$ cat src/core/sci_pkg.sv
// shared constants, types and register map of the spindle command interlock
package sci_pkg;

    // ------------------------------------------------------------------
    // register map (byte addresses) and bus answers
    // ------------------------------------------------------------------
    localparam int unsigned ADDR_W        = 8;
    localparam logic [7:0]  OFF_CFG_A     = 8'h00;
    localparam logic [7:0]  OFF_CFG_B     = 8'h04;
    localparam logic [7:0]  OFF_OPTIONS   = 8'h08;
    localparam logic [7:0]  OFF_STATUS    = 8'h0c;
    localparam logic [7:0]  OFF_IRQ_STAT  = 8'h10;
    localparam logic [7:0]  OFF_IRQ_MASK  = 8'h14;
    localparam logic [1:0]  RESP_OKAY     = 2'h0;
    localparam logic [1:0]  RESP_SLVERR   = 2'h2;

    // ------------------------------------------------------------------
    // reset values
    // ------------------------------------------------------------------
    localparam logic [7:0]  P4001_RST     = 8'h00;
    localparam logic [7:0]  P4011_RST     = 8'h01;
    localparam logic [7:0]  P4018_RST     = 8'h00;
    localparam logic [1:0]  OPT_RST       = 2'h0;
    localparam logic [2:0]  IRQ_RST       = 3'h0;

    // ------------------------------------------------------------------
    // configuration field positions
    // ------------------------------------------------------------------
    localparam int unsigned P4001_MACHINE_READY_IN_USE  = 0;
    localparam int unsigned P4001_POS_CODER = 2;
    localparam int unsigned P4001_HRES_LO   = 5;
    localparam int unsigned P4001_HRES_HI   = 6;
    localparam logic [1:0]  HRES_SEL        = 2'h1;
    localparam int unsigned P4011_DET_LSB   = 0;
    localparam int unsigned P4011_DET_W     = 3;
    localparam logic [2:0]  DET_128_REV     = 3'h1;
    localparam int unsigned P4018_SENSOR_CS = 4;
    localparam int unsigned OPT_ORIENT      = 0;
    localparam int unsigned OPT_OUT_SWITCH  = 1;
    localparam int unsigned CFG_B_P4018_LSB = 8;

    // status register fields
    localparam int unsigned ST_CODE_LSB   = 0;
    localparam int unsigned ST_YELLOW     = 8;
    localparam int unsigned ST_RED        = 9;
    localparam int unsigned ST_EXCITE     = 10;
    localparam int unsigned ST_MODE_LSB   = 12;
    localparam int unsigned ST_ALARM_LSB  = 16;

    // interrupt events
    localparam int unsigned IRQ_W         = 3;
    localparam int unsigned IRQ_ERR_SET   = 0;
    localparam int unsigned IRQ_ALARM_SET = 1;
    localparam int unsigned IRQ_ERR_CLR   = 2;

    // ------------------------------------------------------------------
    // error codes: index into the hit vector, shown as two bcd digits
    // ------------------------------------------------------------------
    localparam int unsigned NUM_CODES     = 13;
    localparam int unsigned IDX_UNUSED    = 8;
    localparam logic [7:0]  CODE_NONE     = 8'hff;
    localparam logic [7:0]  CODE_BCD [NUM_CODES] = '{
        8'h00, 8'h01, 8'h02, 8'h03, 8'h04, 8'h05, 8'h06,
        8'h07, 8'h08, 8'h09, 8'h10, 8'h11, 8'h12};
    localparam logic [7:0]  DISP_BLANK    = 8'h00;
    localparam logic [7:0]  ALARM_NONE    = 8'h00;

    // ------------------------------------------------------------------
    // types
    // ------------------------------------------------------------------
    typedef enum logic [1:0] {
        MD_NORMAL, MD_CONTOUR, MD_SERVO, MD_SYNC
    } sci_mode_e;

    typedef struct packed {
        logic esp_ok;
        logic machine_ready_in;
        logic fwd;
        logic rev;
        logic orient;
        logic low_wind;
        logic contour;
        logic servo;
        logic sync;
    } sci_req_s;

    typedef struct packed {
        logic [7:0] p4001;
        logic [7:0] p4011;
        logic [7:0] p4018;
        logic [1:0] opt;
    } sci_cfg_s;

endpackage

$ cat src/core/sci_sync.sv
// two-stage synchroniser bank for pin-level request inputs
`timescale 1ns/1ps
`default_nettype none

module sci_sync #(
    parameter int unsigned W = 9
) (
    input  wire logic         clk_i,
    input  wire logic         rst_n_i,
    input  wire logic         ce_i,
    input  wire logic [W-1:0] d_i,
    output logic      [W-1:0] q_o
);

    logic [W-1:0] meta_q;
    logic [W-1:0] sync_q;

    // ------------------------------------------------------------------
    // one two-flop chain per bit; first stage feeds only the second
    // ------------------------------------------------------------------
    for (genvar i = 0; i < W; i++) begin : g_bit
        always_ff @(posedge clk_i) begin
            if (!rst_n_i) begin
                meta_q[i] <= 1'b0;
                sync_q[i] <= 1'b0;
            end else if (ce_i) begin
                meta_q[i] <= d_i[i];
                sync_q[i] <= meta_q[i];
            end
        end
    end

    assign q_o = sync_q;

endmodule

`default_nettype wire

$ cat src/core/sci_interlock.sv
// spindle command interlock: request checks, error display, axi4-lite registers
//
// Added by the designer: register access over AXI4-Lite and the address map.
`timescale 1ns/1ps
`default_nettype none

module sci_interlock (
    input  wire logic        clk_i,
    input  wire logic        rst_n_i,
    input  wire logic        ce_i,
    input  wire logic        emergency_stop_release_n_i,
    input  wire logic        machine_ready_in_i,
    input  wire logic        forward_rotation_req_i,
    input  wire logic        reverse_rotation_req_i,
    input  wire logic        orientation_req_i,
    input  wire logic        low_speed_winding_sel_i,
    input  wire logic        contour_axis_req_i,
    input  wire logic        servo_mode_req_i,
    input  wire logic        spindle_sync_req_i,
    input  wire logic [7:0]  drive_alarm_i,
    output logic [7:0]       display_code_o,
    output logic             yellow_lamp_o,
    output logic             red_lamp_o,
    output logic             motor_excite_en_o,
    output logic             irq_o,
    input  wire logic [7:0]  s_axi_awaddr,
    input  wire logic        s_axi_awvalid,
    output logic             s_axi_awready,
    input  wire logic [31:0] s_axi_wdata,
    input  wire logic [3:0]  s_axi_wstrb,
    input  wire logic        s_axi_wvalid,
    output logic             s_axi_wready,
    output logic [1:0]       s_axi_bresp,
    output logic             s_axi_bvalid,
    input  wire logic        s_axi_bready,
    input  wire logic [7:0]  s_axi_araddr,
    input  wire logic        s_axi_arvalid,
    output logic             s_axi_arready,
    output logic [31:0]      s_axi_rdata,
    output logic [1:0]       s_axi_rresp,
    output logic             s_axi_rvalid,
    input  wire logic        s_axi_rready
);

    // ------------------------------------------------------------------
    // declarations
    // ------------------------------------------------------------------
    sci_pkg::sci_req_s              req;
    sci_pkg::sci_cfg_s              cfg_q, cfg_d;
    sci_pkg::sci_mode_e             mode_q, mode_d;
    logic [sci_pkg::NUM_CODES-1:0]  hit;
    logic                           run_req, rot_req;
    logic [7:0]                     code_q, code_d, alarm_q, disp_q, disp_d;
    logic                           yel_q, yel_d, red_q, red_d, exc_q, exc_d;
    logic [sci_pkg::IRQ_W-1:0]      ist_q, ist_d, imask_q, imask_d, ev;
    logic                           aw_q, aw_d, w_q, w_d, b_q, b_d, r_q, r_d;
    logic [7:0]                     awa_q, awa_d;
    logic [31:0]                    wd_q, wd_d, rd_q, rd_d;
    logic [3:0]                     ws_q, ws_d;
    logic [1:0]                     bresp_q, bresp_d, rresp_q, rresp_d;
    logic                           do_wr, do_rd;

    // ------------------------------------------------------------------
    // helpers
    // ------------------------------------------------------------------
    function automatic logic [7:0] merge(input logic [7:0] old, input logic [7:0] nw, input logic en);
        merge = en ? nw : old;
    endfunction

    function automatic logic [7:0] first_code(input logic [sci_pkg::NUM_CODES-1:0] h);
        first_code = sci_pkg::CODE_NONE;
        for (int k = sci_pkg::NUM_CODES - 1; k >= 0; k--) begin
            if (h[k]) begin
                first_code = sci_pkg::CODE_BCD[k];
            end
        end
    endfunction

    // ------------------------------------------------------------------
    // request inputs come off pins: synchronise before use
    // ------------------------------------------------------------------
    sci_sync #(
        .W ($bits(sci_pkg::sci_req_s))
    ) u_sync (
        .clk_i   (clk_i),
        .rst_n_i (rst_n_i),
        .ce_i    (ce_i),
        .d_i     ({emergency_stop_release_n_i, machine_ready_in_i, forward_rotation_req_i,
                   reverse_rotation_req_i, orientation_req_i, low_speed_winding_sel_i,
                   contour_axis_req_i, servo_mode_req_i, spindle_sync_req_i}),
        .q_o     (req)
    );

    // ------------------------------------------------------------------
    // conflict checks, one bit per code
    // ------------------------------------------------------------------
    always_comb begin
        rot_req = req.fwd | req.rev;
        run_req = rot_req | req.orient;
        hit     = '0;
        hit[0]  = run_req & ~(req.esp_ok & (req.machine_ready_in | ~cfg_q.p4001[sci_pkg::P4001_MACHINE_READY_IN_USE]));
        hit[1]  = (cfg_q.p4001[sci_pkg::P4001_HRES_HI:sci_pkg::P4001_HRES_LO] == sci_pkg::HRES_SEL) &
                  (cfg_q.p4011[sci_pkg::P4011_DET_LSB +: sci_pkg::P4011_DET_W] != sci_pkg::DET_128_REV);
        hit[2]  = req.contour & ~cfg_q.p4001[sci_pkg::P4001_HRES_LO]
                  & ~cfg_q.p4018[sci_pkg::P4018_SENSOR_CS];
        hit[3]  = (req.servo | req.sync) & ~cfg_q.p4001[sci_pkg::P4001_POS_CODER];
        hit[4]  = req.orient & ~cfg_q.opt[sci_pkg::OPT_ORIENT];
        hit[5]  = req.low_wind & ~cfg_q.opt[sci_pkg::OPT_OUT_SWITCH];
        hit[6]  = req.contour & ~rot_req;
        hit[7]  = req.servo & ~rot_req;
        hit[9]  = req.sync & ~rot_req;
        hit[10] = (mode_q == sci_pkg::MD_CONTOUR) & (req.servo | req.sync | req.orient);
        hit[11] = (mode_q == sci_pkg::MD_SERVO) & (req.contour | req.sync | req.orient);
        hit[12] = (mode_q == sci_pkg::MD_SYNC) & (req.contour | req.servo | req.orient);
    end

    // ------------------------------------------------------------------
    // operating mode: entered only on a clean request, left on withdrawal
    // ------------------------------------------------------------------
    always_comb begin
        mode_d = mode_q;
        unique case (mode_q)
            sci_pkg::MD_NORMAL: begin
                if (hit == '0) begin
                    if (req.contour) begin
                        mode_d = sci_pkg::MD_CONTOUR;
                    end else if (req.servo) begin
                        mode_d = sci_pkg::MD_SERVO;
                    end else if (req.sync) begin
                        mode_d = sci_pkg::MD_SYNC;
                    end
                end
            end
            // leaving relies on the host dropping the active request
            sci_pkg::MD_CONTOUR: if (!req.contour) mode_d = sci_pkg::MD_NORMAL;
            sci_pkg::MD_SERVO:   if (!req.servo) mode_d = sci_pkg::MD_NORMAL;
            sci_pkg::MD_SYNC:    if (!req.sync) mode_d = sci_pkg::MD_NORMAL;
        endcase
    end

    // ------------------------------------------------------------------
    // display, lamps, excitation; lowest code wins, held while cause stays
    // ------------------------------------------------------------------
    always_comb begin
        code_d = first_code(hit);
        red_d  = (drive_alarm_i != sci_pkg::ALARM_NONE);
        yel_d  = ~red_d & (code_d != sci_pkg::CODE_NONE);
        // alarm outranks a setting error: lamp colour says which is shown
        disp_d = red_d ? drive_alarm_i : (yel_d ? code_d : sci_pkg::DISP_BLANK);
        exc_d  = ~(hit[1] | hit[2] | hit[3]);
    end

    always_ff @(posedge clk_i) begin
        if (!rst_n_i) begin
            mode_q  <= sci_pkg::MD_NORMAL;
            code_q  <= sci_pkg::CODE_NONE;
            alarm_q <= sci_pkg::ALARM_NONE;
            disp_q  <= sci_pkg::DISP_BLANK;
            yel_q   <= 1'b0;
            red_q   <= 1'b0;
            exc_q   <= 1'b0;
        end else if (ce_i) begin
            mode_q  <= mode_d;
            code_q  <= code_d;
            alarm_q <= drive_alarm_i;
            disp_q  <= disp_d;
            yel_q   <= yel_d;
            red_q   <= red_d;
            exc_q   <= exc_d;
        end
    end

    assign display_code_o    = disp_q;
    assign yellow_lamp_o     = yel_q;
    assign red_lamp_o        = red_q;
    assign motor_excite_en_o = exc_q;

    // ------------------------------------------------------------------
    // axi4-lite slave: one write and one read in flight
    // ------------------------------------------------------------------
    assign s_axi_awready = ce_i & ~aw_q & ~b_q;
    assign s_axi_wready  = ce_i & ~w_q & ~b_q;
    assign s_axi_arready = ce_i & ~r_q;
    assign s_axi_bvalid  = b_q;
    assign s_axi_bresp   = bresp_q;
    assign s_axi_rvalid  = r_q;
    assign s_axi_rdata   = rd_q;
    assign s_axi_rresp   = rresp_q;

    always_comb begin
        aw_d    = aw_q | (s_axi_awvalid & s_axi_awready);
        awa_d   = (s_axi_awvalid & s_axi_awready) ? s_axi_awaddr : awa_q;
        w_d     = w_q | (s_axi_wvalid & s_axi_wready);
        wd_d    = (s_axi_wvalid & s_axi_wready) ? s_axi_wdata : wd_q;
        ws_d    = (s_axi_wvalid & s_axi_wready) ? s_axi_wstrb : ws_q;
        do_wr   = aw_q & w_q & ~b_q;
        b_d     = b_q;
        bresp_d = bresp_q;
        cfg_d   = cfg_q;
        imask_d = imask_q;
        if (b_q & s_axi_bready) begin
            b_d = 1'b0;
        end
        if (do_wr) begin
            aw_d    = 1'b0;
            w_d     = 1'b0;
            b_d     = 1'b1;
            bresp_d = sci_pkg::RESP_OKAY;
            unique case (awa_q)
                sci_pkg::OFF_CFG_A: cfg_d.p4001 = merge(cfg_q.p4001, wd_q[7:0], ws_q[0]);
                sci_pkg::OFF_CFG_B: begin
                    cfg_d.p4011 = merge(cfg_q.p4011, wd_q[7:0], ws_q[0]);
                    cfg_d.p4018 = merge(cfg_q.p4018, wd_q[15:8], ws_q[1]);
                end
                sci_pkg::OFF_OPTIONS: if (ws_q[0]) cfg_d.opt = wd_q[1:0];
                sci_pkg::OFF_IRQ_MASK: if (ws_q[0]) imask_d = wd_q[sci_pkg::IRQ_W-1:0];
                sci_pkg::OFF_STATUS, sci_pkg::OFF_IRQ_STAT: bresp_d = sci_pkg::RESP_OKAY;
                default: bresp_d = sci_pkg::RESP_SLVERR;
            endcase
        end
    end

    // read data is captured at acceptance so a read-clear cannot lose its value
    always_comb begin
        do_rd   = s_axi_arvalid & s_axi_arready;
        r_d     = (r_q & ~s_axi_rready) | do_rd;
        rd_d    = rd_q;
        rresp_d = rresp_q;
        if (do_rd) begin
            rd_d    = '0;
            rresp_d = sci_pkg::RESP_OKAY;
            unique case (s_axi_araddr)
                sci_pkg::OFF_CFG_A:    rd_d[7:0] = cfg_q.p4001;
                sci_pkg::OFF_CFG_B:    rd_d[15:0] = {cfg_q.p4018, cfg_q.p4011};
                sci_pkg::OFF_OPTIONS:  rd_d[1:0] = cfg_q.opt;
                sci_pkg::OFF_STATUS: begin
                    rd_d[sci_pkg::ST_CODE_LSB +: 8]  = code_q;
                    rd_d[sci_pkg::ST_YELLOW]         = yel_q;
                    rd_d[sci_pkg::ST_RED]            = red_q;
                    rd_d[sci_pkg::ST_EXCITE]         = exc_q;
                    rd_d[sci_pkg::ST_MODE_LSB +: 2]  = mode_q;
                    rd_d[sci_pkg::ST_ALARM_LSB +: 8] = alarm_q;
                end
                sci_pkg::OFF_IRQ_STAT: rd_d[sci_pkg::IRQ_W-1:0] = ist_q;
                sci_pkg::OFF_IRQ_MASK: rd_d[sci_pkg::IRQ_W-1:0] = imask_q;
                default:               rresp_d = sci_pkg::RESP_SLVERR;
            endcase
        end
    end

    // ------------------------------------------------------------------
    // interrupts: sticky events, cleared by reading, a new event wins
    // ------------------------------------------------------------------
    always_comb begin
        ev = '0;
        ev[sci_pkg::IRQ_ERR_SET]   = (code_d != sci_pkg::CODE_NONE) & (code_d != code_q);
        ev[sci_pkg::IRQ_ALARM_SET] = red_d & ~red_q;
        ev[sci_pkg::IRQ_ERR_CLR]   = (code_d == sci_pkg::CODE_NONE) & (code_q != sci_pkg::CODE_NONE);
        ist_d = ist_q;
        if (do_rd && s_axi_araddr == sci_pkg::OFF_IRQ_STAT) begin
            ist_d = '0;
        end
        ist_d = ist_d | ev;
    end

    assign irq_o = |(ist_q & imask_q);

    always_ff @(posedge clk_i) begin
        if (!rst_n_i) begin
            cfg_q   <= '{sci_pkg::P4001_RST, sci_pkg::P4011_RST, sci_pkg::P4018_RST, sci_pkg::OPT_RST};
            imask_q <= sci_pkg::IRQ_RST;
            ist_q   <= sci_pkg::IRQ_RST;
            aw_q    <= 1'b0;
            w_q     <= 1'b0;
            b_q     <= 1'b0;
            r_q     <= 1'b0;
            awa_q   <= '0;
            wd_q    <= '0;
            ws_q    <= '0;
            rd_q    <= '0;
            bresp_q <= sci_pkg::RESP_OKAY;
            rresp_q <= sci_pkg::RESP_OKAY;
        end else if (ce_i) begin
            cfg_q   <= cfg_d;
            imask_q <= imask_d;
            ist_q   <= ist_d;
            aw_q    <= aw_d;
            w_q     <= w_d;
            b_q     <= b_d;
            r_q     <= r_d;
            awa_q   <= awa_d;
            wd_q    <= wd_d;
            ws_q    <= ws_d;
            rd_q    <= rd_d;
            bresp_q <= bresp_d;
            rresp_q <= rresp_d;
        end
    end
endmodule

`default_nettype wire

$ cat config.mk
export PLATFORM = sky130hd
export DESIGN_NAME = sci_interlock
export DESIGN_NICKNAME = d
export VERILOG_FILES = /design/src/core/sci_pkg.sv /design/src/core/sci_sync.sv /design/src/core/sci_interlock.sv
export SDC_FILE = /design/constraint.sdc
export NUM_CORES = 1
export LEC_CHECK = 0
export BUFFER_PORTS_ARGS = -buffer_cell sky130_fd_sc_hd__buf_2
export CAP_MARGIN = 20
export CORE_MARGIN = 3
export CORE_UTILIZATION = 40
export DETAILED_ROUTE_END_ITERATION = 16
export SLEW_MARGIN = 20
export SYNTH_ARGS = -nofsm -noshare
export SYNTH_HDL_FRONTEND = slang
export SYNTH_SLANG_ARGS = --single-unit
$ cat constraint.sdc
create_clock -name clk_i -period 3 [get_ports clk_i]
set_input_delay 0.3 -clock clk_i [delete_from_list [all_inputs] [get_ports clk_i]]
set_output_delay 0.3 -clock clk_i [all_outputs]
set_load 0.005 [all_outputs]
After elaboration in Yosys (flattened, before gate mapping)
Index checks and enable logic that the tools add are counted.
- $lt $le $gt $ge: 0
- $add $sub $neg: 0
- shifts and indexed selects: 0
- multiply operators: 0
- reduce and logical (&&, ||, !) cells: 21
- bitwise gates (word level): 62
- divide/modulo/power cells: 0
- equality and inequality tests: 24
- multiplexer cells: 37
- operators with widths (kind ; number):
    $mux 8 ; 15
    $eq 8x4->1 const B ; 4
    $eq 8x5->1 const B ; 4
    $and 1x1->1 ; 30
    $mux 2 ; 10
    $reduce_and 4->1 ; 5
    $eq 8x3->1 const B ; 2
    $logic_not 8->1 ; 2
    $ne 8x8->1 const B ; 2
    $not 1->1 ; 16
    $pmux 5 s3 ; 1
    $or 1x1->1 ; 14
    $logic_not 13->1 ; 1
    $pmux 2 s6 ; 1
    $reduce_or 6->1 ; 2
    $reduce_and 2->1 ; 5
    $eq 8x8->1 const B ; 1
    $ne 2x2->1 const B ; 4
    $ne 8x8->1 ; 1
    $pmux 2 s4 ; 1
    $reduce_bool 8->1 ; 1
    $pmux 3 s2 ; 1
    $reduce_and 6->1 ; 1
    $mux 1 ; 5
    other kinds (13) ; 15
- output and inout bits: 53
- latch bits: 0
- bits in writable memories: 0
- input bits: 77
- bits in registers: 137
- memories: 0
- logic and storage cells: 185
- memory bits (read-only): 0

Depth between registers and ports, before layout
Gate-level depths: netlist (run 1).
- depth in word-level cells: 19
- depth in mapped cells: 8
- mapped depth without buffers: 7

By module
Synthesis (run 1) repeated with hierarchy kept, for this count alone.
- cell total of the unflattened synthesis: 662
- area total of the unflattened synthesis: 5813.1 sq um
- by module, submodules not included (module ; cells an instance ; area each (sq um) ; times used):
    sci_interlock ; 605 ; 5124.9 ; 1
    sci_sync ; 57 ; 688.2 ; 1

Least setup slack after synthesis (run 1)
OpenSTA, ideal clock, no wires.
- kind: reg2reg
- start: register cfg_q[10] (netlist name)
- end: register ist_q[0] (netlist name)
- cell stages (with the launch flop): 8
- path buffers: 0
- slack: 0.878 ns
- clock period less this slack: 2.122 ns
- required time: 2.871 ns
- library setup time: 0.129 ns
- data arrival time: 1.993 ns
- cells stage by stage: dfxtp_1 or3b_4 a211oi_2 nand2_2 or3_4 o21a_1 nor4_1 a31oi_1
- cells in the longest elaborated chain, start to end: 7
- elaborated cells between the ends (all ways): 8
- ends and longest elaborated chain (what ; RTL line ; source):
    from (decl) ; sci_interlock.sv:49 ; sci_pkg::sci_cfg_s cfg_q, cfg_d;
    from (signal assigned) ; sci_interlock.sv:270 ; cfg_q <= '{sci_pkg::P4001_RST, sci_pkg::P4011_RST, sci_pkg::P4018_RST, sci_pkg::OPT_RST};
    from (signal assigned) ; sci_interlock.sv:284 ; cfg_q <= cfg_d;
    $ne 3x1->1 (*) ; sci_interlock.sv:103 ; (cfg_q.p4011[sci_pkg::P4011_DET_LSB +: sci_pkg::P4011_DET_W] != sci_pkg::DET_128_REV);
    $and 1x1->1 (*) ; sci_interlock.sv:102 ; hit[1] = (cfg_q.p4001[sci_pkg::P4001_HRES_HI:sci_pkg::P4001_HRES_LO] == sci_pkg::HRES_SEL) &
    $mux 8 (*) (2 in series) ; sci_interlock.sv:73 ; if (h[k]) begin
    $ne 8x8->1 ; sci_interlock.sv:256 ; ev[sci_pkg::IRQ_ERR_SET] = (code_d != sci_pkg::CODE_NONE) & (code_d != code_q);
    $and 1x1->1 (*) ; sci_interlock.sv:256 ;
    $or 3x3->3 (*) ; sci_interlock.sv:263 ; ist_d = ist_d | ev;
    to (signal assigned) ; sci_interlock.sv:272 ; ist_q <= sci_pkg::IRQ_RST;
    to (signal assigned) ; sci_interlock.sv:286 ; ist_q <= ist_d;
    to (decl) ; sci_interlock.sv:55 ; logic [sci_pkg::IRQ_W-1:0] ist_q, ist_d, imask_q, imask_d, ev;
Every way passes the cells marked *; elsewhere a longest branch is shown, timed or not.
A chain may end at the register's enable or synchronous reset.

Worst setup path in the final report (run 1)
- start: register u_sync.sync_q[0], in the netlist u_sync.q_o[0]
- end: register disp_q[1], in the netlist display_code_o[1]
- cells in the longest elaborated chain, start to end: 18
- elaborated cells between the ends (all ways): 23
- ends and longest elaborated chain (what ; RTL line ; source):
    from (decl) ; sci_sync.sv:16 ; logic [W-1:0] sync_q;
    from (signal, indexed assignment) ; sci_sync.sv:28 ; sync_q[i] <= meta_q[i];
    $or 1x1->1 (2 in series) ; sci_interlock.sv:113 ; hit[11] = (mode_q == sci_pkg::MD_SERVO) & (req.contour | req.sync | req.orient);
    $and 1x1->1 ; sci_interlock.sv:113 ;
    $mux 8 (7 in series) ; sci_interlock.sv:73 ;
    $mux 8 (*) (4 in series) ; sci_interlock.sv:73 ;
    $ne 8x8->1 ; sci_interlock.sv:147 ; yel_d = ~red_d & (code_d != sci_pkg::CODE_NONE);
    $and 1x1->1 ; sci_interlock.sv:147 ;
    $mux 8 (*) (2 in series) ; sci_interlock.sv:149 ; disp_d = red_d ? drive_alarm_i : (yel_d ? code_d : sci_pkg::DISP_BLANK);
    to (signal assigned) ; sci_interlock.sv:158 ; disp_q <= sci_pkg::DISP_BLANK;
    to (signal assigned) ; sci_interlock.sv:166 ; disp_q <= disp_d;
    to (decl) ; sci_interlock.sv:53 ; logic [7:0] code_q, code_d, alarm_q, disp_q, disp_d;
Marks and branches as above.

==> results of run 1 <==
## metrics by stage
stage / instances / hold WS (ns) / setup WS [ns]
3_3_place_gp: 902 / 0.438 / 0.627
3_5_place_dp: 902 / 0.443 / 0.507
5_1_grt: 934 / 0.111 / 0.438
6_report: 934 / 0.122 / 0.617
4_1_cts: 934 / 0.103 / 0.613
2_1_floorplan: 667 / 0.429 / 0.878
## where the power goes
group	internal, mW	leakage (nW)	total (mW)	switching [mW]
logic	0.156	1.56	0.368	0.212
registers	1.83	1.08	1.89	0.0567
clock network	1.37	0.312	2.11	0.736
## registers in the layout, summed over array words and instances (netlist names), 3 cells and up
| signal | count |
|---|---|
| ist_q | 3 |
| s_axi_rdata | 24 |
| code_q | 6 |
| display_code_o | 8 |
| cfg_q | 26 |
| wd_q | 16 |
| awa_q | 8 |
| u_sync.meta_q | 9 |
| alarm_q | 8 |
| imask_q | 3 |
| u_sync.q_o | 9 |
## worst paths after layout
check | start | end | slack, ns | cells past startpoint
worst max-delay path | u_sync.q_o[0] | display_code_o[1] | 0.62 | 7
worst min register to register | ws_q[1] | ws_q[1] | 0.45 | 2
worst min-delay path | machine_ready_in_i | u_sync.meta_q[7] | 0.12 | 3
worst max register to register | u_sync.q_o[0] | display_code_o[1] | 0.62 | 7
## layer usage
layer | track usage [%] | vias up | wire (um)
li1 | - | 2423 | -
met1 | 22.6 | 2312 | 6440
met2 | 30.6 | 124 | 6870
met3 | 4.80 | 13 | 674
met4 | 5.67 | 0 | 189
met5 | 0 | - | 0
## worst reg2reg max path, delay by kind of cell, from the launching register on
kind             cells  cell delay (ns)
AO/OA/AOI/OAI        4             0.96
AND/OR/NAND/NOR      3             0.73
flip-flops           1             0.56
## cells by family (layout without fill, tap and decap cells)
logic type / Yosys count / count (layout) / share of synthesized area (%)
buf+inv: 61 / 152 / 5.02
other cells: 1 / 10 / 0.0666
compound gates: 136 / 136 / 14.8
flops: 133 / 133 / 47.3
simple gates: 259 / 259 / 20.5
xor+xnor: 2 / 2 / 0.311
mux: 66 / 66 / 12.0
## cell usage in the layout, fill, tap and decap left out, types with 3 or more instances in the layout
master     instances
a21oi_1           63
nor2_1           105
conb_1            10
a22oi_1           19
nand2_1          102
a31oi_1            3
buf_2            101
dfxtp_1          133
nor3_1             7
o21ai_0           22
nor4_1             4
inv_1             12
clkbuf_16         17
o211ai_1           4
clkinv_2           6
nand2b_1           3
nand3_1            8
o22ai_1            3
clkbuf_8           7
mux2_2             3
mux2i_1           62
buf_4              5
## layout make-up
cell class                 count  share of cell area (%)
multi-input combinational    473                    39.8
inverter                      13                   0.733
timing repair buffer         107                    8.24
tap                          176                    3.22
sequential                   133                    39.0
clock buffer                  24                    7.64
clock inverter                 8                    1.37
==> impl_results.md, run 1 <==
* Total Nets Final at 822
* Crit. End Element: register
* Peak VDD IR at 0.450 mV
* RSZ-0062 raised after global routing: false
* Drt first pass iters at 4
* Vias per inst at 5.22
* Max Cap Violations at 0
* # port buffers at 101
* Multi-input logic area at 2720 sq um
* Die Y at 125 um
* Clock tree sinks at 133
* Root buf cell: clkbuf_16
* Area share of the largest cell type after synthesis at between 40% and 50%
* TritonCTS clock tree: yes
* Crit share post-route at 79.4%
* Slew margin rel. at 45.8%
* Ratio of cells with drive above 1 in the final layout at approximately 21%
* Starting Density at 41.7%
* Detailed Route WL at ~14000 um
* Hold buffer count at cts at 0
* CP required at around 3.3 ns
* Hold Vio Cnt, Final at 0
* Initial DRC Count at 287
* Outcome: completed
* Slew at the pin with the worst max-slew slack at roughly 0.80 ns
* Min-Delay Path Class: in -> reg
* Clock skew at around 0.0070 ns
* Reg clk slew, reported paths at 0.05 ns
* HPWL Detailed at 9870 um
* Synthesized cell area at 5630 sq um
* Power Density at 639 nW/um^2
* Io pins at 130
* Largest delay share family, worst path: compound AO/OA/AOI/OAI gates
* Crit-path slowest cell: o311ai_0
* Fin crit period at 2.38 ns
* CP bufs+invs at 0
* Seq cells post-synth at about 130
* CP max FO at 12
* Global route overflow at 0
* Vias in the first global route at 4663
* Setup TNS at 0 ns
* Placed instance area at 6220 sq um
* Vias at 4872
* Cells along the critical path: or3b_1 -> o221ai_1 -> a21oi_1 -> o311ai_0 -> nor3_1 -> nor2_1 -> a21oi_1
* Fmax at 420 MHz
* Max clock buf depth at 2
* EDFF count, synth at 0
* Mapped Cells at between 600 and 700
* Core footprint at 13500 sq um
* Predominant post-synthesis flop cell: dfxtp_1
* Lkg Pwr at 2.95 nW
* Die Width at roughly 120 um
* Crit path launch type: register
* Max stage delay on crit path at 0.69 ns
* CP dominant cell by count: a21oi_1
* H-tree levels at 4
* Largest net degree at the start of global routing at 72
* Layout area overhead at 21.3%
* Cts repair resizes at 0
* Most common cell in the netlist: dfxtp_1
* Initial antenna violation count at 0
* Ranking of synthesized cells by area: dfxtp_1 (47%), mux2i_1 (11%), nor2_1 (7.0%), nand2_1 (6.8%), a21oi_1 (5.6%)
* First-pass GRT wire length at 23100 um
* Critical Path AT at 2.65 ns
* Crit Path Class: reg -> reg
* Residual DRC at 0
* Total global-route track usage at 18.1%
* Post-synth top cells: dfxtp_1 (133), nor2_1 (105), nand2_1 (102), a21oi_1 (63), mux2i_1 (62)
* Number of fill cells in the layout at 1296
* Gpl congestion at 0.826
* Final setup viols at 0
* Yosys cell types at 66
* Total die area at between 15000 and 20000 sq um
* Final Instance Area at 6830 sq um
* # rows at 42
* Total area of sequential cells at 2660 sq um
* Pins over their slew limit at 0
* Post-route ant nets at 0
* Syn avg cell area at 8.56 sq um
* ANT cells at 0
* FFs w/ async S/R, synth at 0%
* Finished Core Util at 50.6%
* Post-synth top area cell: dfxtp_1
* Tot Pwr at 4.36 mW
* CTS buffer count at 17
* WL/cell at roughly 15 um
* Synth warn at 0
* Post-CTS setup buffers at 0
* Insertion delay to the later sink of the worst-skew pair at 0.41 ns
* Sequential area share after synthesis at 47.3%
(Power assumes the default switching activity.)
==> run 2: changes to the inputs <==
clock period = 2.3 ns   (was 3 ns; I/O delays follow)
==> impl_results.md, run 2 (synthesis results as in run 1) <==
* Total Nets Final at 839 (+2.1%)
* Largest delay share family, worst path: simple AND/OR/NAND/NOR gates
* Largest net degree at the start of global routing at 55 (-24%)
* Setup TNS at 0 ns (unchanged)
* Sequential power share at 42.8% (-0.4 points)
* Starting Density at 41.7% (unchanged)
* Setup slack, reg-to-reg at 0.11 ns (-0.51 ns)
* Power Density at 823 nW/um^2 (+29%)
* Vias at 4894 (+0.45%)
* Commonest non-fill, non-tap cell in the layout: dfxtp_1
* Fin crit period at 2.19 ns (-0.191 ns)
* Cells along the critical path: or3b_4 -> a211oi_4 -> nand2_2 -> buf_4 -> nor4b_4 -> o221ai_1 -> nor4_1 -> a31oi_1
* Outcome: completed
* Sw Ratio at 23.5% (+0.50 points)
* # rows at 42 (unchanged)
* Worst R2R Start: cfg_q[11]
* Insertion delay to the later sink of the worst-skew pair at 0.42 ns (about the same)
* CP max FO at 3 (-9)
* Io pins at 130 (unchanged)
* Core footprint at 13500 sq um (unchanged)
* Number of fill cells in the layout at 1292 (-0.31%)
* Final setup viols at 0 (unchanged)
* Initial DRC Count at 297 (+3.5%)
* Hold buffer count at cts at 0 (unchanged)
* Ratio of cells with drive above 1 in the final layout at 22.7% (+2.0 points)
* Total global-route track usage at 19.0% (+0.90 points)
* Residual DRC at 0 (unchanged)
* Max reg flops at 26 (unchanged)
* Crit-path slowest cell: or3b_4
* CTS buffer count at 17 (unchanged)
* Gpl congestion at 0.838 (+1.5%)
* Fmax at 456 MHz (+8.7%)
* Pins over their slew limit at 0 (unchanged)
* Peak VDD IR at 0.523 mV (+16%)
* Hold Startpoint: s_axi_awaddr[1]
* Vias in the first global route at 4851 (+4.0%)
* Power share of the combinational group at 8.9% (+0.5 points)
* TritonCTS clock tree: yes
* Die Width at 125 um (unchanged)
* Final Instance Count excl. Fillers at 951 (+1.8%)
* Detailed Route WL at 14700 um (+3.4%)
* Die Y at 125 um (unchanged)
* Dpl ws at 0.0277 ns (-0.479 ns)
* CP bufs+invs at 1 (+1)
* Worst r2r dst: ist_q[0]
* Reg clk slew, reported paths at 0.06 ns (about the same)
* Min-Delay Path Class: in -> reg
* CP required at 2.59 ns (-0.68 ns)
* H-tree levels at 4 (unchanged)
* RSZ-0062 raised after global routing: false
* P_sw at 1.35 mW (+35%)
* Clock power frac at 48.3% (about the same)
* Crit share post-route at 95.3% (+16 points)
* Commonest non-fill, non-tap cells in the layout: dfxtp_1 (132), nor2_1 (105), nand2_1 (102), buf_2 (101), a21oi_1 (63)
* HPWL Detailed at 10200 um (+3.7%)
* Hold EP: awa_q[1]
* Slew margin rel. at 57.0% (+11 points)
* Clock tree sinks at 133 (unchanged)
* Internal Dissipation at 4.40 mW (+31%)
* Max stage delay on crit path at 0.43 ns (-0.26 ns)
* Crit. End Element: register
* Reg2Reg Depth at 8 (+1)
* ANT cells at 0 (unchanged)
* Clock skew at 0.00585 ns (-0.00114 ns)
* Hold Vio Cnt, Final at 0 (unchanged)
* Final setup margin at 0.108 ns (-0.509 ns)
* Max Cap Violations at 0 (unchanged)
* Placed insts at 917 (+1.7%)
* Drt first pass iters at 5 (+1)
* Total die area at 15500 sq um (unchanged)
* Max clock buf depth at 2 (unchanged)
* First-pass GRT wire length at 24200 um (+4.5%)
* Initial antenna violation count at 0 (unchanged)
* WL/cell at 15.4 um (+1.6%)
* Vias per inst at 5.15 (-1.3%)
* Critical Path AT at 2.48 ns (-0.17 ns)
* Post-route ant nets at 0 (unchanged)
* Layout area overhead at 24.1%
* Lkg Pwr at 3.03 nW (+2.6%)
* Biggest register: cfg_q
* Root buf cell: clkbuf_16
* Hold slack at 0.0474 ns (-0.0742 ns)
* Global route overflow at 0 (unchanged)
* Crit path launch type: register
* Crit Path Class: reg -> reg
* # port buffers at 101 (unchanged)
* Slew at the pin with the worst max-slew slack at 0.645 ns (-0.158 ns)
* WHS Path Cells at 3 (unchanged)
## run 2: cell types whose count changed in the layout (fill, tap and decap cells not counted), sizes merged
cell and delta:
buf +17, bufinv +1, clkinvlp +4, clkinv -1, clkbuf -4
## run 2: area by class of cell
class	count	area [sq um]	share of cell area, %
multi-input combinational	473	2730	39.1
inverter	13	50.0	0.716
timing repair buffer	124	703	10.1
clock buffer	20	467	6.68
tap	176	220	3.15
clock inverter	12	153	2.18
sequential	133	2660	38.1
## run 2: per-layer routing
layer	part of all wire [%]	GRT usage, %	wire [um]	vias up
met5	0	0	0	-
met4	1.4	6.13	201	0
met3	5.4	5.19	793	12
met2	48	32.3	7050	117
met1	45	23.4	6610	2297
li1	-	-	-	2468
## run 2: worst min-delay path, cell delays in order
cell and delay [ns]:
buf_2 0.09, nand2_1 0.04, a21oi_1 0.05
## run 2: power groups by stage
stage	registers, mW	logic [mW]	clock network (mW)
floorplan	2.48	0.353	0
global placement	2.51	0.491	0
detailed placement	2.51	0.503	0
CTS	2.46	0.507	2.83
global route	2.47	0.574	2.94
finish	2.46	0.513	2.78
## run 2: stage by stage
step,power (mW),util (%),area (sq um)
6_report,5.75,51.8,6990
5_1_grt,5.98,51.8,6990
4_1_cts,5.79,51.6,6970
3_5_place_dp,3.01,47.0,6340
3_3_place_gp,3.00,47.0,6340
2_1_floorplan,2.83,-,5670
## run 2: worst max path at each step
stage | startpoint | cells after the start | to | slack [ns]
6_report | cfg_q[11] | 8 | ist_q[0] | 0.11
2_1_floorplan | cfg_q[10] | 7 | ist_q[0] | 0.18
3_5_place_dp | cfg_q[10] | 7 | ist_q[0] | 0.03
4_1_cts | cfg_q[10] | 7 | ist_q[0] | 0.005
3_3_place_gp | cfg_q[10] | 7 | ist_q[0] | 0.07
5_1_grt | cfg_q[11] | 8 | ist_q[0] | 0.007
## run 2: timing repair
item,CTS,global route
gates resized for setup,1,2
hold endpoints to repair,0,0
setup buffers,0,2
endpoints found under the setup margin,1,7
pin swaps,0,4
==> run 3: changes to the inputs <==
clock period = 2.59 ns   (was 2.3 ns; I/O delays follow)
==> impl_results.md, run 3 (synthesis results as in run 1) <==
* Outcome: completed
* Routing usage on met3 at 5.40% (+0.21 points)
* CP max FO at 4 (+1)
* Hold buffer count at cts at 0 (unchanged)
* Die Width at 125 um (unchanged)
* Placed instance area at 6280 sq um (-1.0%)
* Largest delay share family, worst path: simple AND/OR/NAND/NOR gates
* Die Y at 125 um (unchanged)
* Crit. End Element: register
* Slew at the pin with the worst max-slew slack at 0.647 ns (+0.00264 ns)
* Core footprint at 13500 sq um (unchanged)
* Vias in the first global route at 4727 (-2.6%)
* CTS buffer count at 17 (unchanged)
* Vias at 4867 (-0.55%)
* Max Cap Violations at 0 (unchanged)
* Final Instance Area at 6920 sq um (-0.97%)
* Reg clk slew, reported paths at 0.05 ns (about the same)
* Cts repair resizes at 0 (-1)
* Drt first pass iters at 5 (unchanged)
* Max clock buf depth at 2 (unchanged)
* Residual DRC at 0 (unchanged)
* Total Nets Final at 830 (-1.1%)
* Fin crit period at 2.29 ns (+0.100 ns)
* Hold Vio Cnt, Final at 0 (unchanged)
* Post-CTS setup buffers at 0 (unchanged)
* HPWL Detailed at 10200 um (-0.67%)
* Initial antenna violation count at 0 (unchanged)
* Biggest register: cfg_q
* Min-Delay Path Class: in -> reg
* Lkg Pwr at 3.00 nW (-0.96%)
* RSZ-0062 raised after global routing: false
* Power Density at 753 nW/um^2 (-8.4%)
* Fmax at 436 MHz (-4.4%)
* Layer with the highest usage: met2
* Clock skew at 0.00658 ns (+0.000730 ns)
* WL/cell at 15.3 um (-0.64%)
* Final setup viols at 0 (unchanged)
* Commonest non-fill, non-tap cells in the layout: dfxtp_1 (133), nor2_1 (105), nand2_1 (102), buf_2 (101), a21oi_1 (63)
* Root buf cell: clkbuf_16
* Peak VDD IR at 0.441 mV (-16%)
* # port buffers at 101 (unchanged)
* Global route overflow at 0 (unchanged)
* Gpl congestion at 0.827 (-1.4%)
* Global-route track usage on met2 at 31.0% (-1.3 points)
* Crit Path Class: reg -> reg
* # rows at 42 (unchanged)
* TritonCTS clock tree: yes
* Total die area at 15500 sq um (unchanged)
* Crit path launch type: register
* Critical Path AT at 2.59 ns (+0.11 ns)
* Max reg flops at 26 (unchanged)
* Post-route ant nets at 0 (unchanged)
* Insertion delay to the later sink of the worst-skew pair at 0.42 ns (about the same)
* Vias per inst at 5.17 (+0.40%)
* ANT cells at 0 (unchanged)
* Clock tree sinks at 133 (unchanged)
* H-tree levels at 4 (unchanged)
* Ratio of cells with drive above 1 in the final layout at 21.3% (-1.4 points)
* Largest net degree at the start of global routing at 82 (+49%)
* Crit share post-route at 88.5% (-6.8 points)
* Setup TNS at 0 ns (unchanged)
* Detailed Route WL at 14400 um (-1.6%)
* Layout area overhead at 22.9%
* Tot Pwr at 5.21 mW (-9.3%)
* Pins over their slew limit at 0 (unchanged)
* Cells along the critical path: or3b_4 -> a211oi_2 -> nand2_2 -> or3_4 -> o21a_1 -> nor4_1 -> a31oi_1
* Max stage delay on crit path at 0.41 ns (-0.02 ns)
* Starting Density at 41.7% (unchanged)
* Initial DRC Count at 304 (+2.4%)
* Total global-route track usage at 18.7% (-0.32 points)
* Io pins at 130 (unchanged)
* CP bufs+invs at 0 (-1)
* First-pass GRT wire length at 23600 um (-2.2%)
* Global routing met1 resource utilization at 23.4% (-0.056 points)
* CP required at 2.88 ns (+0.29 ns)
* Slew margin rel. at 56.8% (-0.18 points)
* Crit-path slowest cell: or3b_4
* Commonest non-fill, non-tap cell in the layout: dfxtp_1
* Finished Core Util at 51.3% (-0.50 points)
run 3: worst reg2reg max path, stage by stage, from the launching register on:
cell and delay, ns:
dfxtp_1 0.34, or3b_4 0.41, a211oi_2 0.28, nand2_2 0.14
or3_4 0.41, o21a_1 0.19, nor4_1 0.28, a31oi_1 0.13
run 3: cell type report:
class	count	area, sq um
clock inverters	8	144
repair buffers	115	623
well taps	176	220
multi-input cells	473	2720
fillers	1269	6580
flip-flops and latches	133	2660
inverters	13	50.0
clock buffers	24	502
run 3: worst paths after layout:
path	from	endpoint	slack [ns]	cells after the start
worst max-delay path	cfg_q[10]	ist_q[0]	0.30	7
worst min-delay path	low_speed_winding_sel_i	u_sync.meta_q[3]	0.08	3
worst max register to register	cfg_q[10]	ist_q[0]	0.30	7
worst min register to register	cfg_q[22]	cfg_q[22]	0.45	2
run 3: per-stage QoR:
stage | std cells | hold slack (ns) | setup slack (ns)
finish | 942 | 0.0801 | 0.297
detailed placement | 910 | 0.446 | 0.288
CTS | 942 | 0.0645 | 0.286
global placement | 910 | 0.438 | 0.338
floorplan | 667 | 0.395 | 0.468
global route | 942 | 0.0738 | 0.0940
run 3: routing by layer:
| metal | routed length [um] | part of all wire [%] | vias to the layer above |
|---|---|---|---|
| li1 | - | - | 2439 |
| met1 | 6570 | 46 | 2251 |
| met2 | 6820 | 47 | 151 |
| met3 | 805 | 5.6 | 26 |
| met4 | 219 | 1.5 | 0 |
| met5 | 0 | 0 | - |
run 3: power breakdown:
group / internal (mW) / leakage [nW] / total [mW] / switching, mW
logic: 0.190 / 1.60 / 0.441 / 0.251
registers: 2.12 / 1.08 / 2.19 / 0.0665
clock network: 1.74 / 0.320 / 2.59 / 0.851
total: 4.04 / 3.00 / 5.21 / 1.17
